--- src/design/uvep_cfg.svh ---
`ifndef UVEP_CFG_SVH
`define UVEP_CFG_SVH
// clock period of i_ref_clk
`define UVEP_CLK_PS 50000
// pin timing figures, in picoseconds
`define UVEP_SETUP_PS 2000000
`define UVEP_HOLD_PS 2000000
`define UVEP_VPP_RECOVERY_PS 2000000
`define UVEP_VERIFY_DATA_VALID_PS 1000000
`define UVEP_ADDRESS_ACCESS_PS 550000
`define UVEP_OUTPUT_ENABLE_PS 150000
// programming pulse figures, in microseconds
`define UVEP_PW_STD_NOM_US 50000
`define UVEP_PW_STD_MAX_US 55000
`define UVEP_PW_FAST_NOM_US 10000
`define UVEP_PW_FAST_MAX_US 11000
// extra cycles lost in the data pin synchroniser
`define UVEP_SYNC_CYC 2
// widths
`define UVEP_ADDR_W 12
`define UVEP_DATA_W 8
`define UVEP_TMR_W 21
`endif

--- src/design/uvep_pkg.sv ---
`include "uvep_cfg.svh"
package uvep_pkg;
  typedef enum logic [3:0] {
    UVEP_IDLE = 4'h0,
    UVEP_RD_CE = 4'h1,
    UVEP_RD_OE = 4'h2,
    UVEP_PG_SET = 4'h3,
    UVEP_PG_PULSE = 4'h4,
    UVEP_PG_HOLD = 4'h5,
    UVEP_PG_REC = 4'h6,
    UVEP_VF_WAIT = 4'h7
  } uvep_state_type;
  typedef logic [`UVEP_TMR_W-1:0] uvep_count_type;
  typedef logic [`UVEP_ADDR_W-1:0] uvep_addr_type;
  typedef logic [`UVEP_DATA_W-1:0] uvep_data_type;
endpackage

--- src/design/uvep_tmr_if.sv ---
`timescale 1ns/100ps
interface uvep_tmr_if;
  import uvep_pkg::*;
  logic load;
  uvep_count_type count;
  logic expired;
  modport ctl (output load, output count, input expired);
  modport tmr (input load, input count, output expired);
endinterface

--- src/design/uvep_prog_ctrl.sv ---
`timescale 1ns/100ps
`include "uvep_cfg.svh"
// Function
// - when programming, the controller drives the whole byte and the address onto the pins.
// - with address and data stable, one low chip enable pulse of 50 ms or 10 ms writes the byte.
// - the programming pulse never exceeds 55 ms, or 11 ms on the fast variant.
// - each location written gets its own pulse, in any order.
// - chip enable is never held low steadily while programming; each pulse returns high.
// - verify reads with both controls low and samples only after the data valid delay.
// - memories taking the same data may share every line and one pulse writes all.
// - on a read, chip enable selects the device and output enable goes low after it, once the sequencer's ACC_OE_CYC timer runs out; verify lowers both at once.
module uvep_prog_ctrl #(
  parameter int PW_STD_CYC = `UVEP_PW_STD_NOM_US * 1000 / (`UVEP_CLK_PS / 1000), // standard pulse
  parameter int PW_STD_MAX_CYC = `UVEP_PW_STD_MAX_US * 1000 / (`UVEP_CLK_PS / 1000), // standard ceiling
  parameter int PW_FAST_CYC = `UVEP_PW_FAST_NOM_US * 1000 / (`UVEP_CLK_PS / 1000), // fast pulse
  parameter int PW_FAST_MAX_CYC = `UVEP_PW_FAST_MAX_US * 1000 / (`UVEP_CLK_PS / 1000) // fast ceiling
) (
  input wire logic i_ref_clk, // 20 MHz clock
  input wire logic i_nrst, // async reset, active low
  input wire logic i_rd_req, // read one byte
  input wire logic i_pg_req, // program and verify one byte
  input wire logic i_fast, // fast-programming variant
  input wire uvep_pkg::uvep_addr_type i_addr, // request address
  input wire uvep_pkg::uvep_data_type i_wdata, // byte to program
  output logic o_busy, // request in progress
  output logic o_done, // one-cycle completion
  output uvep_pkg::uvep_data_type o_rdata, // read or verify byte
  output logic o_fail, // last verify mismatched
  output uvep_pkg::uvep_addr_type o_pin_addr, // address lines
  output logic o_pin_ce_n, // chip enable, active low
  output logic o_pin_oe_n, // output enable logic level, active low
  output logic o_pin_vpp_en, // raise shared pin to programming level
  input wire uvep_pkg::uvep_data_type i_pin_data, // data lines in
  output uvep_pkg::uvep_data_type o_pin_data, // data lines out
  output logic o_pin_data_oe // data lines driven
);
  import uvep_pkg::*;

  // cycle counts derived from the times, rounded up
  function automatic uvep_count_type cyc_up(input int ps);
    cyc_up = uvep_count_type'((ps + `UVEP_CLK_PS - 1) / `UVEP_CLK_PS);
  endfunction
  // pulse width kept at or below its ceiling
  function automatic uvep_count_type cap(input int nom, input int lim);
    cap = uvep_count_type'((nom > lim) ? lim : nom);
  endfunction

  localparam uvep_count_type SETUP_CYC = cyc_up(`UVEP_SETUP_PS);
  localparam uvep_count_type HOLD_CYC = cyc_up(`UVEP_HOLD_PS);
  localparam uvep_count_type VR_CYC = cyc_up(`UVEP_VPP_RECOVERY_PS);
  localparam uvep_count_type DV_CYC = cyc_up(`UVEP_VERIFY_DATA_VALID_PS) + uvep_count_type'(`UVEP_SYNC_CYC);
  localparam uvep_count_type ACC_OE_CYC = cyc_up(`UVEP_ADDRESS_ACCESS_PS - `UVEP_OUTPUT_ENABLE_PS);
  localparam uvep_count_type OE_CYC = cyc_up(`UVEP_OUTPUT_ENABLE_PS) + uvep_count_type'(`UVEP_SYNC_CYC);

  uvep_tmr_if tmr_if ();

  uvep_timer u_timer (
    .i_ref_clk(i_ref_clk),
    .i_nrst(i_nrst),
    .tmr(tmr_if.tmr)
  );

  // two-flop synchroniser on the data pins
  uvep_data_type din_meta_r;
  uvep_data_type din_sync_r;
  always_ff @(posedge i_ref_clk or negedge i_nrst) begin
    if (!i_nrst) begin
      din_meta_r <= '0;
      din_sync_r <= '0;
    end else begin
      din_meta_r <= i_pin_data;
      din_sync_r <= din_meta_r;
    end
  end

  uvep_state_type state_r, state_nxt;
  uvep_addr_type addr_r, addr_nxt;
  uvep_data_type wdata_r, wdata_nxt;
  uvep_data_type rdata_r, rdata_nxt;
  logic ce_n_r, ce_n_nxt;
  logic oe_n_r, oe_n_nxt;
  logic vpp_r, vpp_nxt;
  logic dq_oe_r, dq_oe_nxt;
  logic done_r, done_nxt;
  logic fail_r, fail_nxt;
  logic fast_r, fast_nxt;

  // sequencer: next state, pin levels and timer loads
  always_comb begin
    state_nxt = state_r;
    addr_nxt = addr_r;
    wdata_nxt = wdata_r;
    rdata_nxt = rdata_r;
    ce_n_nxt = ce_n_r;
    oe_n_nxt = oe_n_r;
    vpp_nxt = vpp_r;
    dq_oe_nxt = dq_oe_r;
    done_nxt = 1'b0;
    fail_nxt = fail_r;
    fast_nxt = fast_r;
    tmr_if.load = 1'b0;
    tmr_if.count = '0;
    case (state_r)
      UVEP_IDLE: begin
        if (i_pg_req) begin
          // raise the pin, present address and byte, then settle
          addr_nxt = i_addr;
          wdata_nxt = i_wdata;
          fast_nxt = i_fast;
          oe_n_nxt = 1'b1;
          vpp_nxt = 1'b1;
          dq_oe_nxt = 1'b1;
          tmr_if.load = 1'b1;
          tmr_if.count = SETUP_CYC;
          state_nxt = UVEP_PG_SET;
        end else if (i_rd_req) begin
          // select first, output enable follows later
          addr_nxt = i_addr;
          ce_n_nxt = 1'b0;
          tmr_if.load = 1'b1;
          tmr_if.count = ACC_OE_CYC;
          state_nxt = UVEP_RD_CE;
        end
      end
      UVEP_RD_CE: begin
        if (tmr_if.expired) begin
          oe_n_nxt = 1'b0;
          tmr_if.load = 1'b1;
          tmr_if.count = OE_CYC;
          state_nxt = UVEP_RD_OE;
        end
      end
      UVEP_RD_OE: begin
        if (tmr_if.expired) begin
          rdata_nxt = din_sync_r;
          ce_n_nxt = 1'b1;
          oe_n_nxt = 1'b1;
          done_nxt = 1'b1;
          state_nxt = UVEP_IDLE;
        end
      end
      UVEP_PG_SET: begin
        if (tmr_if.expired) begin
          ce_n_nxt = 1'b0;
          tmr_if.load = 1'b1;
          tmr_if.count = fast_r ? cap(PW_FAST_CYC, PW_FAST_MAX_CYC) : cap(PW_STD_CYC, PW_STD_MAX_CYC);
          state_nxt = UVEP_PG_PULSE;
        end
      end
      UVEP_PG_PULSE: begin
        if (tmr_if.expired) begin
          ce_n_nxt = 1'b1;
          tmr_if.load = 1'b1;
          tmr_if.count = HOLD_CYC;
          state_nxt = UVEP_PG_HOLD;
        end
      end
      UVEP_PG_HOLD: begin
        if (tmr_if.expired) begin
          // pin back to logic level, bus released
          vpp_nxt = 1'b0;
          dq_oe_nxt = 1'b0;
          oe_n_nxt = 1'b1;
          tmr_if.load = 1'b1;
          tmr_if.count = VR_CYC;
          state_nxt = UVEP_PG_REC;
        end
      end
      UVEP_PG_REC: begin
        if (tmr_if.expired) begin
          ce_n_nxt = 1'b0;
          oe_n_nxt = 1'b0;
          tmr_if.load = 1'b1;
          tmr_if.count = DV_CYC;
          state_nxt = UVEP_VF_WAIT;
        end
      end
      UVEP_VF_WAIT: begin
        if (tmr_if.expired) begin
          // read-back compare; a 1 written over a cleared cell shows here
          rdata_nxt = din_sync_r;
          fail_nxt = (din_sync_r != wdata_r);
          ce_n_nxt = 1'b1;
          oe_n_nxt = 1'b1;
          done_nxt = 1'b1;
          state_nxt = UVEP_IDLE;
        end
      end
      default: begin
        ce_n_nxt = 1'b1;
        oe_n_nxt = 1'b1;
        vpp_nxt = 1'b0;
        dq_oe_nxt = 1'b0;
        state_nxt = UVEP_IDLE;
      end
    endcase
  end

  // sequencer registers; idle pins deselect the memory
  always_ff @(posedge i_ref_clk or negedge i_nrst) begin
    if (!i_nrst) begin
      state_r <= UVEP_IDLE;
      addr_r <= '0;
      wdata_r <= '0;
      rdata_r <= '0;
      ce_n_r <= 1'b1;
      oe_n_r <= 1'b1;
      vpp_r <= 1'b0;
      dq_oe_r <= 1'b0;
      done_r <= 1'b0;
      fail_r <= 1'b0;
      fast_r <= 1'b0;
    end else begin
      state_r <= state_nxt;
      addr_r <= addr_nxt;
      wdata_r <= wdata_nxt;
      rdata_r <= rdata_nxt;
      ce_n_r <= ce_n_nxt;
      oe_n_r <= oe_n_nxt;
      vpp_r <= vpp_nxt;
      dq_oe_r <= dq_oe_nxt;
      done_r <= done_nxt;
      fail_r <= fail_nxt;
      fast_r <= fast_nxt;
    end
  end

  // pin and user outputs
  assign o_busy = (state_r != UVEP_IDLE);
  assign o_done = done_r;
  assign o_rdata = rdata_r;
  assign o_fail = fail_r;
  assign o_pin_addr = addr_r;
  assign o_pin_ce_n = ce_n_r;
  assign o_pin_oe_n = oe_n_r;
  assign o_pin_vpp_en = vpp_r;
  assign o_pin_data = wdata_r;
  assign o_pin_data_oe = dq_oe_r;
endmodule

--- src/design/uvep_timer.sv ---
`timescale 1ns/100ps
module uvep_timer (
  input wire logic i_ref_clk, // reference clock
  input wire logic i_nrst, // async reset, active low
  uvep_tmr_if.tmr tmr // load and expiry
);
  import uvep_pkg::*;
  uvep_count_type cnt_r;
  uvep_count_type cnt_nxt;

  // down counter, reload wins over counting
  always_comb begin
    cnt_nxt = cnt_r;
    if (tmr.load) begin
      cnt_nxt = tmr.count;
    end else if (cnt_r != '0) begin
      cnt_nxt = cnt_r - uvep_count_type'(1);
    end
  end

  always_ff @(posedge i_ref_clk or negedge i_nrst) begin
    if (!i_nrst) begin
      cnt_r <= '0;
    end else begin
      cnt_r <= cnt_nxt;
    end
  end

  // level while the wait has run out
  assign tmr.expired = (cnt_r == '0);
endmodule

--- config.mk ---
export PLATFORM = sky130hd
export DESIGN_NAME = uvep_prog_ctrl
export DESIGN_NICKNAME = d
export VERILOG_FILES = /design/src/design/uvep_pkg.sv /design/src/design/uvep_tmr_if.sv /design/src/design/uvep_prog_ctrl.sv /design/src/design/uvep_timer.sv
export VERILOG_INCLUDE_DIRS = /design/src /design/src/design
export SDC_FILE = /design/constraint.sdc
export NUM_CORES = 1
export LEC_CHECK = 0
export BUFFER_PORTS_ARGS = -buffer_cell sky130_fd_sc_hd__buf_2
export CORE_MARGIN = 5
export CORE_UTILIZATION = 55
export DETAILED_ROUTE_END_ITERATION = 8
export HOLD_SLACK_MARGIN = 0.15
export PLACE_DENSITY_LB_ADDON = 0.05
export SKIP_CTS_REPAIR_TIMING = 1
export SYNTH_ARGS = -nofsm -noshare
export SYNTH_HDL_FRONTEND = slang
export SYNTH_SLANG_ARGS = --single-unit
--- constraint.sdc ---
create_clock -name i_ref_clk -period 4.4 [get_ports i_ref_clk]
set_clock_uncertainty 0.2 [all_clocks]
set_input_delay 0.22 -clock i_ref_clk [delete_from_list [all_inputs] [get_ports i_ref_clk]]
set_output_delay 0.22 -clock i_ref_clk [all_outputs]
set_load 0.01 [all_outputs]
==> run summary, run 1 <==
=========================================================================================
Proportion of register bits with asynchronous set or reset after synthesis           100%
Pin count of the biggest net entering global routing                                   46
Global placer's final weighted congestion                                           0.805
Yosys reg bits                                                                         74
Critical Path Fanout Max                                                               18
Via density                                                                          5.41
Root buffer cell                                                                 clkbuf_8
Slowest cell on the critical path                                                  and2_1
Count of buffers inserted at the top-level ports                                       67
Remaining global-route overflow                                                         0
CTS tree                                                                            built
Tmin final                                                                        2.52 ns
Worst Setup End Kind                                                             register
Worst R2R Setup Slack                                                             1.88 ns
LEAKAGE                                                                        0.00194 uW
Transition at the pin with the smallest max-transition slack                     0.983 ns
Post-Syn Nets                                                                         332
Fillers                                                                               446
Status                                                                       finished clean
Area of the core                                                                 5820 um2
Antenna fix cells                                                                       0
Number of max-slew violations in the final report                                       0
Wire length of the first global-routing pass                                     12100 um
Met3 Use GR                                                                         5.13%
Launch instance of the worst register-to-register path                       u_timer.cnt_r[7]$_DFFE_PN0P_
Via count                                                                            2575
Startpoint class of the critical path                                            register
Setup Viol. Count Final                                                                 0
Family with the most delay on the worst path                                 simple AND/OR/NAND/NOR gates
Number of global-route vias before repair                                            2533
Depth of the worst hold-timing path                                                     5
Total number of H-tree levels                                                           3
Hpwl dp                                                                           4810 um
Total Routed Length                                                               7460 um
Final hold violation count                                                              0
Worst-case reg-to-reg path depth                                                        5
Number of DRC markers in iteration 0                                                  104
Maximum clock path buffer count                                                         2
Cells along the critical path                                                nor4_2 -> and4_1 -> and2_1 -> nand3_1 -> xnor2_1
Layout-stage area growth over the synthesis result                                  27.2%
Post-Synthesis Cells                                                                  298
Number of warnings issued by yosys                                                      0
Max-Slew Margin vs Limit                                                            34.4%
Cell depth of the worst setup path                                                      5
Seq/Total Area, Yosys                                                               57.3%
RSZ-0062 raised after global routing                                                false
CP Class                                                                          reg2reg
Tightest hold margin                                                             0.134 ns
Highest ir drop seen on vdd                                                      0.304 mV
GRT busiest layer                                                                    met2
Clock Pin Slew Worst Setup and Hold Paths                                         0.08 ns
Post-synth top flop                                                               dfrtp_1
Antenna-violating nets left                                                             0
Final sum of negative setup slack                                                    0 ns
Crit path buf inv count                                                                 0
Worst R2R End                                                                state_r[2]$_DFFE_PN0P_
Clock latency of the later-clocked register in the worst-skew pair                0.34 ns
Residual DRC                                                                            0
Number of rows created at floorplan                                                    28
Crit path launch                                                             u_timer.cnt_r[7]$_DFFE_PN0P_
Post-Syn Area                                                                    3230 um2
Floorplan die width                                                               86.7 um
Post-synthesis cell type count                                                         49
Pwr/cell area                                                                  348 nW/um2
Max incr delay on CP                                                              0.56 ns
Global routing met1 resource utilization                                            27.5%
Initial core utilization                                                            55.6%
Critical hold path startpoint                                                    i_pg_req
Arrival time at the worst endpoint                                                2.54 ns
Routed wire per std cell                                                          15.7 um
Endpoint with the worst hold slack                                           state_r[1]$_DFFE_PN0P_
Required time of the worst setup path                                             4.42 ns
Y dimension of the die                                                            86.7 um
I/O Pins                                                                               68
DR pass1 iterations                                                                     4
Full die area                                                                    7510 um2
Final period utilization                                                            57.3%
Total Power                                                                       1430 uW
Mean cell area of the mapped netlist                                             10.9 um2
Nets                                                                                  431
Ratio of cells with drive above 1 in the final layout                               24.9%
Cts bufs inserted                                                                       9
GR met2 Demand/Resource                                                             31.7%
Max frequency                                                                     397 MHz
Sink count of the clock tree                                                           74
Post-synth EDFFs                                                                        0
Antenna violations before repair                                                        0
GRT Resource Usage Total                                                            20.7%
HP Class                                                                           in2reg
Max-Cap Viols                                                                           0
=========================================================================================
==> cells in the mapped netlist, types with 4 or more instances <==
| master | instances | area [um2] |
|---|---|---|
| a21oi_1 | 14 | 70.1 |
| clkbuf_1 | 9 | 33.8 |
| dfrtp_1 | 72 | 1800 |
| mux2_1 | 16 | 180 |
| nand2_1 | 52 | 195 |
| nand3_1 | 10 | 50.1 |
| nand4_1 | 5 | 31.3 |
| nor2_1 | 16 | 60.1 |
| nor3_1 | 10 | 50.1 |
| nor4_1 | 5 | 31.3 |
| o21ai_0 | 6 | 30.0 |
| o21ai_1 | 8 | 40.0 |
| o21ai_2 | 4 | 35.0 |
| or3_1 | 5 | 31.3 |
| xnor2_1 | 16 | 140 |
| xor2_1 | 4 | 35.0 |
==> where the power goes <==
part / switching, uW / total [uW] / internal [uW]
registers: 57.7 / 786 / 728
logic: 63.9 / 143 / 79.2
clock network: 247 / 505 / 258
total: 368 / 1430 / 1070
==> worst reg2reg max path, cell delays in order, from the launching register on <==
cell and delay, ns:
dfrtp_1 0.43, nor4_2 0.54, and4_1 0.33, and2_1 0.56
nand3_1 0.20, xnor2_1 0.16
==> placed cells by master, fill, tap and decap left out, types with 2 or more instances in the layout <==
master         count
dfstp_2            2
dfrtp_1           72
clkinv_2           2
nor4_1             5
inv_1              3
a21oi_1           14
o21ai_0            6
a31oi_1            3
clkbuf_8           9
or3_1              5
and3_1             2
a211oi_1           3
nor4_2             2
xor2_1             4
o21ai_2            4
dlygate4sd3_1     31
nor3_1            10
and2_1             3
nand4_1            5
xnor2_1           16
o21ai_1            8
nand3_1           10
nand2b_1           2
nor2_1            16
buf_2             67
nand2_1           52
buf_4              3
mux2_1            16
==> per-layer routing <==
metal / vias to the layer above / share of wire [%]
met4: 0 / 1.6
met2: 84 / 48
met5: - / 0
met3: 13 / 6.6
li1: 1237 / -
met1: 1241 / 43
==> area by class of cell <==
type | count | area (um2) | area share (%)
multi-input cells | 207 | 1300 | 31.6
repair buffers | 101 | 668 | 16.2
inverters | 4 | 15.0 | 0.365
flip-flops and latches | 74 | 1850 | 45.1
clock buffers | 10 | 128 | 3.10
clock inverters | 5 | 56.3 | 1.37
well taps | 75 | 93.8 | 2.28
==> worst max-delay path by stage <==
stage,endpoint,slack [ns]
after floorplan,o_rdata[0]$_DFFE_PN0P_,2.26
after global placement,o_rdata[7]$_DFFE_PN0P_,2.00
after detailed placement,o_rdata[5]$_DFFE_PN0P_,1.92
after CTS,o_rdata[7]$_DFFE_PN0P_,1.90
after global routing,u_timer.cnt_r[8]$_DFFE_PN0P_,1.70
final,state_r[2]$_DFFE_PN0P_,1.88
==> logic make-up (layout without fill, tap and decap cells) <==
kind of cell / Yosys count / after routing / share of synthesized area (%)
flops: 74 / 74 / 57.3
fa+ha+maj: 1 / 1 / 0.387
xor+xnor: 20 / 20 / 5.42
mux: 17 / 17 / 5.92
simple gates: 122 / 122 / 19.3
compound gates: 47 / 47 / 9.13
buf+inv: 17 / 120 / 2.48
==> sequential cells by signal (all words and copies together), names as in the netlist, 3 cells and up <==
name,cells
u_timer.cnt_r,21
o_pin_addr,12
din_meta_r,8
din_sync_r,8
o_pin_data,8
o_rdata,8
state_r,3
==> per-stage QoR <==
step	cells	util [%]	instance area, um2	setup WS (ns)
global placement	430	62.3	3620	2.00
global route	476	70.8	4120	1.70
detailed placement	430	62.3	3620	1.92
floorplan	298	-	3230	2.26
CTS	445	65.4	3800	1.90
finish	476	70.8	4120	1.88
Note: power is estimated with default switching activity, not from simulation.
==> run 2: changes to the inputs <==
ABC_AREA = 1   (was not set)
clock period = 2.46 ns   (was 4.4 ns; I/O delays follow)
==> run summary, run 2 <==
=========================================================================================
Number of max-slew violations in the final report                                       0
Post-synth EDFFs                                                                        0
Main area contributors after synthesis                                       dfrtp_1 52%, nand2_1 16%, nor2_1 5.5%, xnor2_1 3.3%, inv_1 2.5%
Most common cell in the netlist                                                   nand2_1
Global placer's final weighted congestion                                           0.930
Area of the core                                                                 5990 um2
Number of rows created at floorplan                                                    28
Y dimension of the die                                                            89.1 um
Critical Path Fanout Max                                                               17
DP Worst Slack                                                                   0.383 ns
Ratio of cells with drive above 1 in the final layout                               20.6%
Worst Setup End Kind                                                             register
Clock Pin Slew Worst Setup and Hold Paths                                         0.09 ns
CP Class                                                                          reg2reg
Initial core utilization                                                            57.4%
Status                                                                       finished clean
Critical hold path startpoint                                                din_meta_r[4]$_DFF_PN0_
Residual DRC                                                                            0
Post-synthesis cell type count                                                         30
Final sum of negative setup slack                                                    0 ns
Remaining global-route overflow                                                         0
Largest register by flop count                                               u_timer.cnt_r
Utilization after layout                                                            75.3%
Number of global-route vias before repair                                            2855
Final hold violation count                                                              0
Final period utilization                                                            93.5%
Number of warnings issued by yosys                                                      0
Routed wire per std cell                                                          14.2 um
Worst-case setup margin in the final layout                                      0.160 ns
Arrival time at the worst endpoint                                                2.38 ns
Placed Cells                                                                          546
Yosys reg bits                                                                         74
I/O Pins                                                                               68
Proportion of register bits with asynchronous set or reset after synthesis           100%
Total Power                                                                       2210 uW
Nets                                                                                  564
Total number of H-tree levels                                                           3
Required time of the worst setup path                                             2.54 ns
Final instance count without filler cells                                             610
Leading cell type in the layout, fill and taps excluded                           nand2_1
Highest ir drop seen on vdd                                                      0.430 mV
Root buffer cell                                                                 clkbuf_8
Max frequency                                                                     435 MHz
Seq/Total Area, Yosys                                                               53.9%
DR pass1 iterations                                                                     5
Post-Synthesis Cells                                                                  408
LEAKAGE                                                                        0.00244 uW
Floorplan die width                                                               89.1 um
Maximum clock path buffer count                                                         2
Most used standard cells in the synthesized netlist                          150 x nand2_1, 72 x dfrtp_1, 50 x nor2_1
Launch instance of the worst register-to-register path                       state_r[0]$_DFFE_PN0P_
Count of buffers inserted at the top-level ports                                       67
Total Routed Length                                                               8640 um
Hpwl dp                                                                           5570 um
Antenna fix cells                                                                       0
Most frequent cells in the layout                                            150 x nand2_1, 72 x dfrtp_1, 67 x buf_2, 50 x nor2_1, 48 x dlygate4sd3_1
Max-Cap Viols                                                                           0
Cell taking the most area after synthesis                                         dfrtp_1
Layout-stage area growth over the synthesis result                                  31.2%
Pwr/cell area                                                                  491 nW/um2
Cts bufs inserted                                                                       9
Post-Syn Nets                                                                         442
Max-Slew Margin vs Limit                                                            65.8%
Antenna-violating nets left                                                             0
Proportion of netlist area held by the largest area contributor                     52.4%
Full die area                                                                    7930 um2
Clock latency of the later-clocked register in the worst-skew pair                0.35 ns
Post-synth top flop                                                               dfrtp_1
Via density                                                                          5.10
Pin count of the biggest net entering global routing                                   75
Tmin final                                                                        2.30 ns
CTS tree                                                                            built
Setup Viol. Count Final                                                                 0
RSZ-0062 raised after global routing                                                false
Wire length of the first global-routing pass                                     13000 um
Sink count of the clock tree                                                           74
Antenna violations before repair                                                        0
Transition at the pin with the smallest max-transition slack                     0.511 ns
Post-Syn Area                                                                    3440 um2
Crit path launch                                                             state_r[0]$_DFFE_PN0P_
Via count                                                                            3108
Largest register FFs                                                                   21
Number of DRC markers in iteration 0                                                  164
HP Class                                                                          reg2reg
GRT Resource Usage Total                                                            21.4%
Fillers                                                                               418
Mean cell area of the mapped netlist                                             8.42 um2
Startpoint class of the critical path                                            register
=========================================================================================
## run 2: changes by cell type after synthesis, sizes merged, moves of 6 or more
cell | previous run | this run
or3 | 6 | 0
nor4 | 7 | 0
mux2 | 17 | 0
nand3 | 10 | 19
nand2 | 53 | 155
inv | 4 | 27
nor2 | 17 | 60
clkbuf | 9 | 2
## run 2: final timing paths
kind,endpoint,slack (ns),depth (start not counted)
min in group asynchronous,state_r[0]$_DFFE_PN0P_,0.69,4
min,din_sync_r[4]$_DFF_PN0_,0.15,0
max reg2reg,o_pin_addr[9]$_DFFE_PN0P_,0.16,8
max in group asynchronous,u_timer.cnt_r[12]$_DFFE_PN0P_,1.04,4
min reg2reg,din_sync_r[4]$_DFF_PN0_,0.15,0
max,o_pin_addr[9]$_DFFE_PN0P_,0.16,8
## run 2: kinds of logic (layout without fill, tap and decap cells)
kind of cell,after synthesis,in the layout,synth area share [%]
flops,74,74,53.9
xor+xnor,19,19,4.84
buf+inv,36,163,4.73
fa+ha+maj,1,1,0.364
simple gates,249,249,31.5
compound gates,29,29,4.59
## run 2: through the flow
step           cell area [um2]  hold slack, ns
2_1_floorplan             3440          -0.373
3_3_place_gp              3850         -0.0187
3_5_place_dp              3850         -0.0179
4_1_cts                   4030          -0.401
5_1_grt                   4510           0.168
6_report                  4510           0.155
## run 2: worst max-delay path: stages (launching register included)
cell	delay (ns)
dfrtp_1	0.43
nor2_1	0.18
inv_2	0.08
nor2_4	0.15
o21ai_4	0.17
inv_2	0.27
nand2_1	0.10
nand2_1	0.08
dlygate4sd3_1	0.56
## run 2: report_power, final
part	switching [uW]	total, uW	internal, uW
registers	6.34	1240	1230
clock network	496	878	382
logic	41.6	101	59.5
total	544	2210	1670
## run 2: area by class of cell
class / instances / area (um2) / area share (%)
timing repair buffer: 118 / 851 / 18.9
sequential: 74 / 1850 / 41.1
inverter: 29 / 109 / 2.41
tap: 75 / 93.8 / 2.08
multi-input combinational: 298 / 1420 / 31.5
clock buffer: 9 / 124 / 2.75
clock inverter: 7 / 58.8 / 1.30
## run 2: routing by layer
metal	GRT usage [%]	routed length (um)	share of wire, %	vias to the layer above
met2	33.7	4260	49	109
met1	28.5	3570	41	1458
met3	5.71	633	7.3	18
met5	0	0	0	-
met4	8.53	168	1.9	0
li1	-	-	-	1523
==> run 3: changes to the inputs <==
PLACE_DENSITY = 0.79   (was not set)
PLACE_DENSITY_LB_ADDON = not set   (was 0.05)
==> run summary, run 3 (synthesis gave the netlist of run 2 again) <==
=================================================================================
Max incr delay on CP                                                      0.56 ns
GRT Resource Usage Total                                                    22.6%
Slowest cell on the critical path                                    dlygate4sd3_1
Tightest hold margin                                                     0.154 ns
CP Class                                                                  reg2reg
Worst R2R Setup Slack                                                     0.16 ns
Most frequent cells in the layout                                    150 x nand2_1, 72 x dfrtp_1, 67 x buf_2, 50 x nor2_1, 48 x dlygate4sd3_1
Final sum of negative setup slack                                            0 ns
Total Routed Length                                                       9330 um
Fraction of power spent switching nets                                      21.7%
Final period utilization                                                    93.6%
Wire length of the first global-routing pass                             13600 um
HP Class                                                                  reg2reg
Pin count of the biggest net entering global routing                           55
Power dissipated by switching net loads                                    547 uW
Utilization after layout                                                    76.5%
Routed wire per std cell                                                  15.3 um
Multi-input gate area                                                    1420 um2
DR pass1 iterations                                                             5
Maximum clock path buffer count                                                 2
Clock Pin Slew Worst Setup and Hold Paths                                 0.08 ns
Leading cell type in the layout, fill and taps excluded                   nand2_1
Status                                                               finished clean
LEAKAGE                                                                0.00248 uW
Ratio of cells with drive above 1 in the final layout                       20.7%
Count of buffers inserted at the top-level ports                               67
Clock latency of the later-clocked register in the worst-skew pair        0.35 ns
Number of max-slew violations in the final report                               0
Sink count of the clock tree                                                   74
Combinational share of power                                                 4.2%
Number of global-route vias before repair                                    2905
Largest register by flop count                                       u_timer.cnt_r
Critical Path Fanout Max                                                       17
Area of all sequential standard cells                                    1850 um2
Fillers                                                                       421
Setup Viol. Count Final                                                         0
Internal cell power                                                       1970 uW
Via density                                                                  5.25
Number of DRC markers in iteration 0                                          252
Clk pwr share                                                               46.8%
Max frequency                                                             434 MHz
Highest ir drop seen on vdd                                              0.554 mV
Nets                                                                          565
Largest register FFs                                                           21
Layout-stage area growth over the synthesis result                          33.4%
Pwr/cell area                                                          550 nW/um2
Arrival time at the worst endpoint                                        2.39 ns
Initial core utilization                                                    57.4%
I/O Pins                                                                       68
Tmin final                                                                2.30 ns
Final hold violation count                                                      0
Hpwl dp                                                                   5810 um
CTS tree                                                                    built
Residual DRC                                                                    0
Worst Setup End Kind                                                     register
Remaining global-route overflow                                                 0
Antenna-violating nets left                                                     0
Area of the core                                                         5990 um2
Via count                                                                    3206
Cts bufs inserted                                                               9
Number of rows created at floorplan                                            28
Y dimension of the die                                                    89.1 um
Max-Cap Viols                                                                   0
Full die area                                                            7930 um2
Family with the most delay on the worst path                         buffers and inverters
Transition at the pin with the smallest max-transition slack             0.889 ns
Required time of the worst setup path                                     2.55 ns
Register share of total power                                               49.0%
Antenna violations before repair                                                0
Global placer's final weighted congestion                                   0.936
Cells along the critical path                                        nor2_1 -> inv_2 -> nor2_4 -> o21ai_4 -> inv_2 -> nand2_1 -> nand2_1 -> dlygate4sd3_1
Crit path buf inv count                                                         3
Antenna fix cells                                                               0
Total number of H-tree levels                                                   3
Floorplan die width                                                       89.1 um
Max-Slew Margin vs Limit                                                    40.5%
RSZ-0062 raised after global routing                                        false
Root buffer cell                                                         clkbuf_8
Startpoint class of the critical path                                    register
=================================================================================
run 3: layout make-up:
type,instances,share of cell area [%]
timing repair buffer,119,18.7
clock inverter,7,2.76
clock buffer,9,2.70
inverter,29,2.37
tap,75,2.05
sequential,74,40.4
multi-input combinational,298,31.0
run 3: worst paths after layout:
check                                         from                        end  depth (start not counted)
setup / recovery            state_r[1]$_DFFE_PN0P_  o_pin_addr[6]$_DFFE_PN0P_                          8
hold / removal             din_meta_r[0]$_DFF_PN0_    din_sync_r[0]$_DFF_PN0_                          0
setup reg to reg            state_r[1]$_DFFE_PN0P_  o_pin_addr[6]$_DFFE_PN0P_                          8
hold reg to reg            din_meta_r[0]$_DFF_PN0_    din_sync_r[0]$_DFF_PN0_                          0
max in group asynchronous                   i_nrst     state_r[1]$_DFFE_PN0P_                          3
min in group asynchronous                   i_nrst     o_pin_ce_n$_DFFE_PN1P_                          3
run 3: worst register-to-register path, delay by kind of cell, from the launching register on:
| kind | cells | cell delay, ns |
|---|---|---|
| AOI/OAI and AO/OA | 1 | 0.18 |
| buffers and inverters | 3 | 0.91 |
| DFF | 1 | 0.44 |
| and+or+nand+nor | 4 | 0.52 |
run 3: power by group through the flow:
stage | clock, uW | sequential [uW] | combinational (uW)
after floorplan | 0 | 1260 | 5.98
after global placement | 0 | 1260 | 59.3
after detailed placement | 0 | 1260 | 60.6
after CTS | 1180 | 1240 | 60.6
after global routing | 1240 | 1240 | 117
final | 1180 | 1240 | 105
run 3: per-layer routing:
| metal | vias to the layer above | wire length (um) | GRT usage (%) |
|---|---|---|---|
| li1 | 1529 | - | - |
| met1 | 1534 | 3800 | 28.7 |
| met2 | 117 | 4730 | 37.4 |
| met3 | 26 | 582 | 5.53 |
| met4 | 0 | 216 | 8.80 |
| met5 | - | 0 | 0 |
run 3: stage by stage:
stage          area, um2  worst slack [ns]  instances  power (uW)
3_5_place_dp        3850             0.370        547        1320
4_1_cts             4110             0.343        563        2480
2_1_floorplan       3440             0.649        408        1260
5_1_grt             4590            0.0495        611        2600
6_report            4590             0.156        611        2520
3_3_place_gp        3850             0.441        547        1320
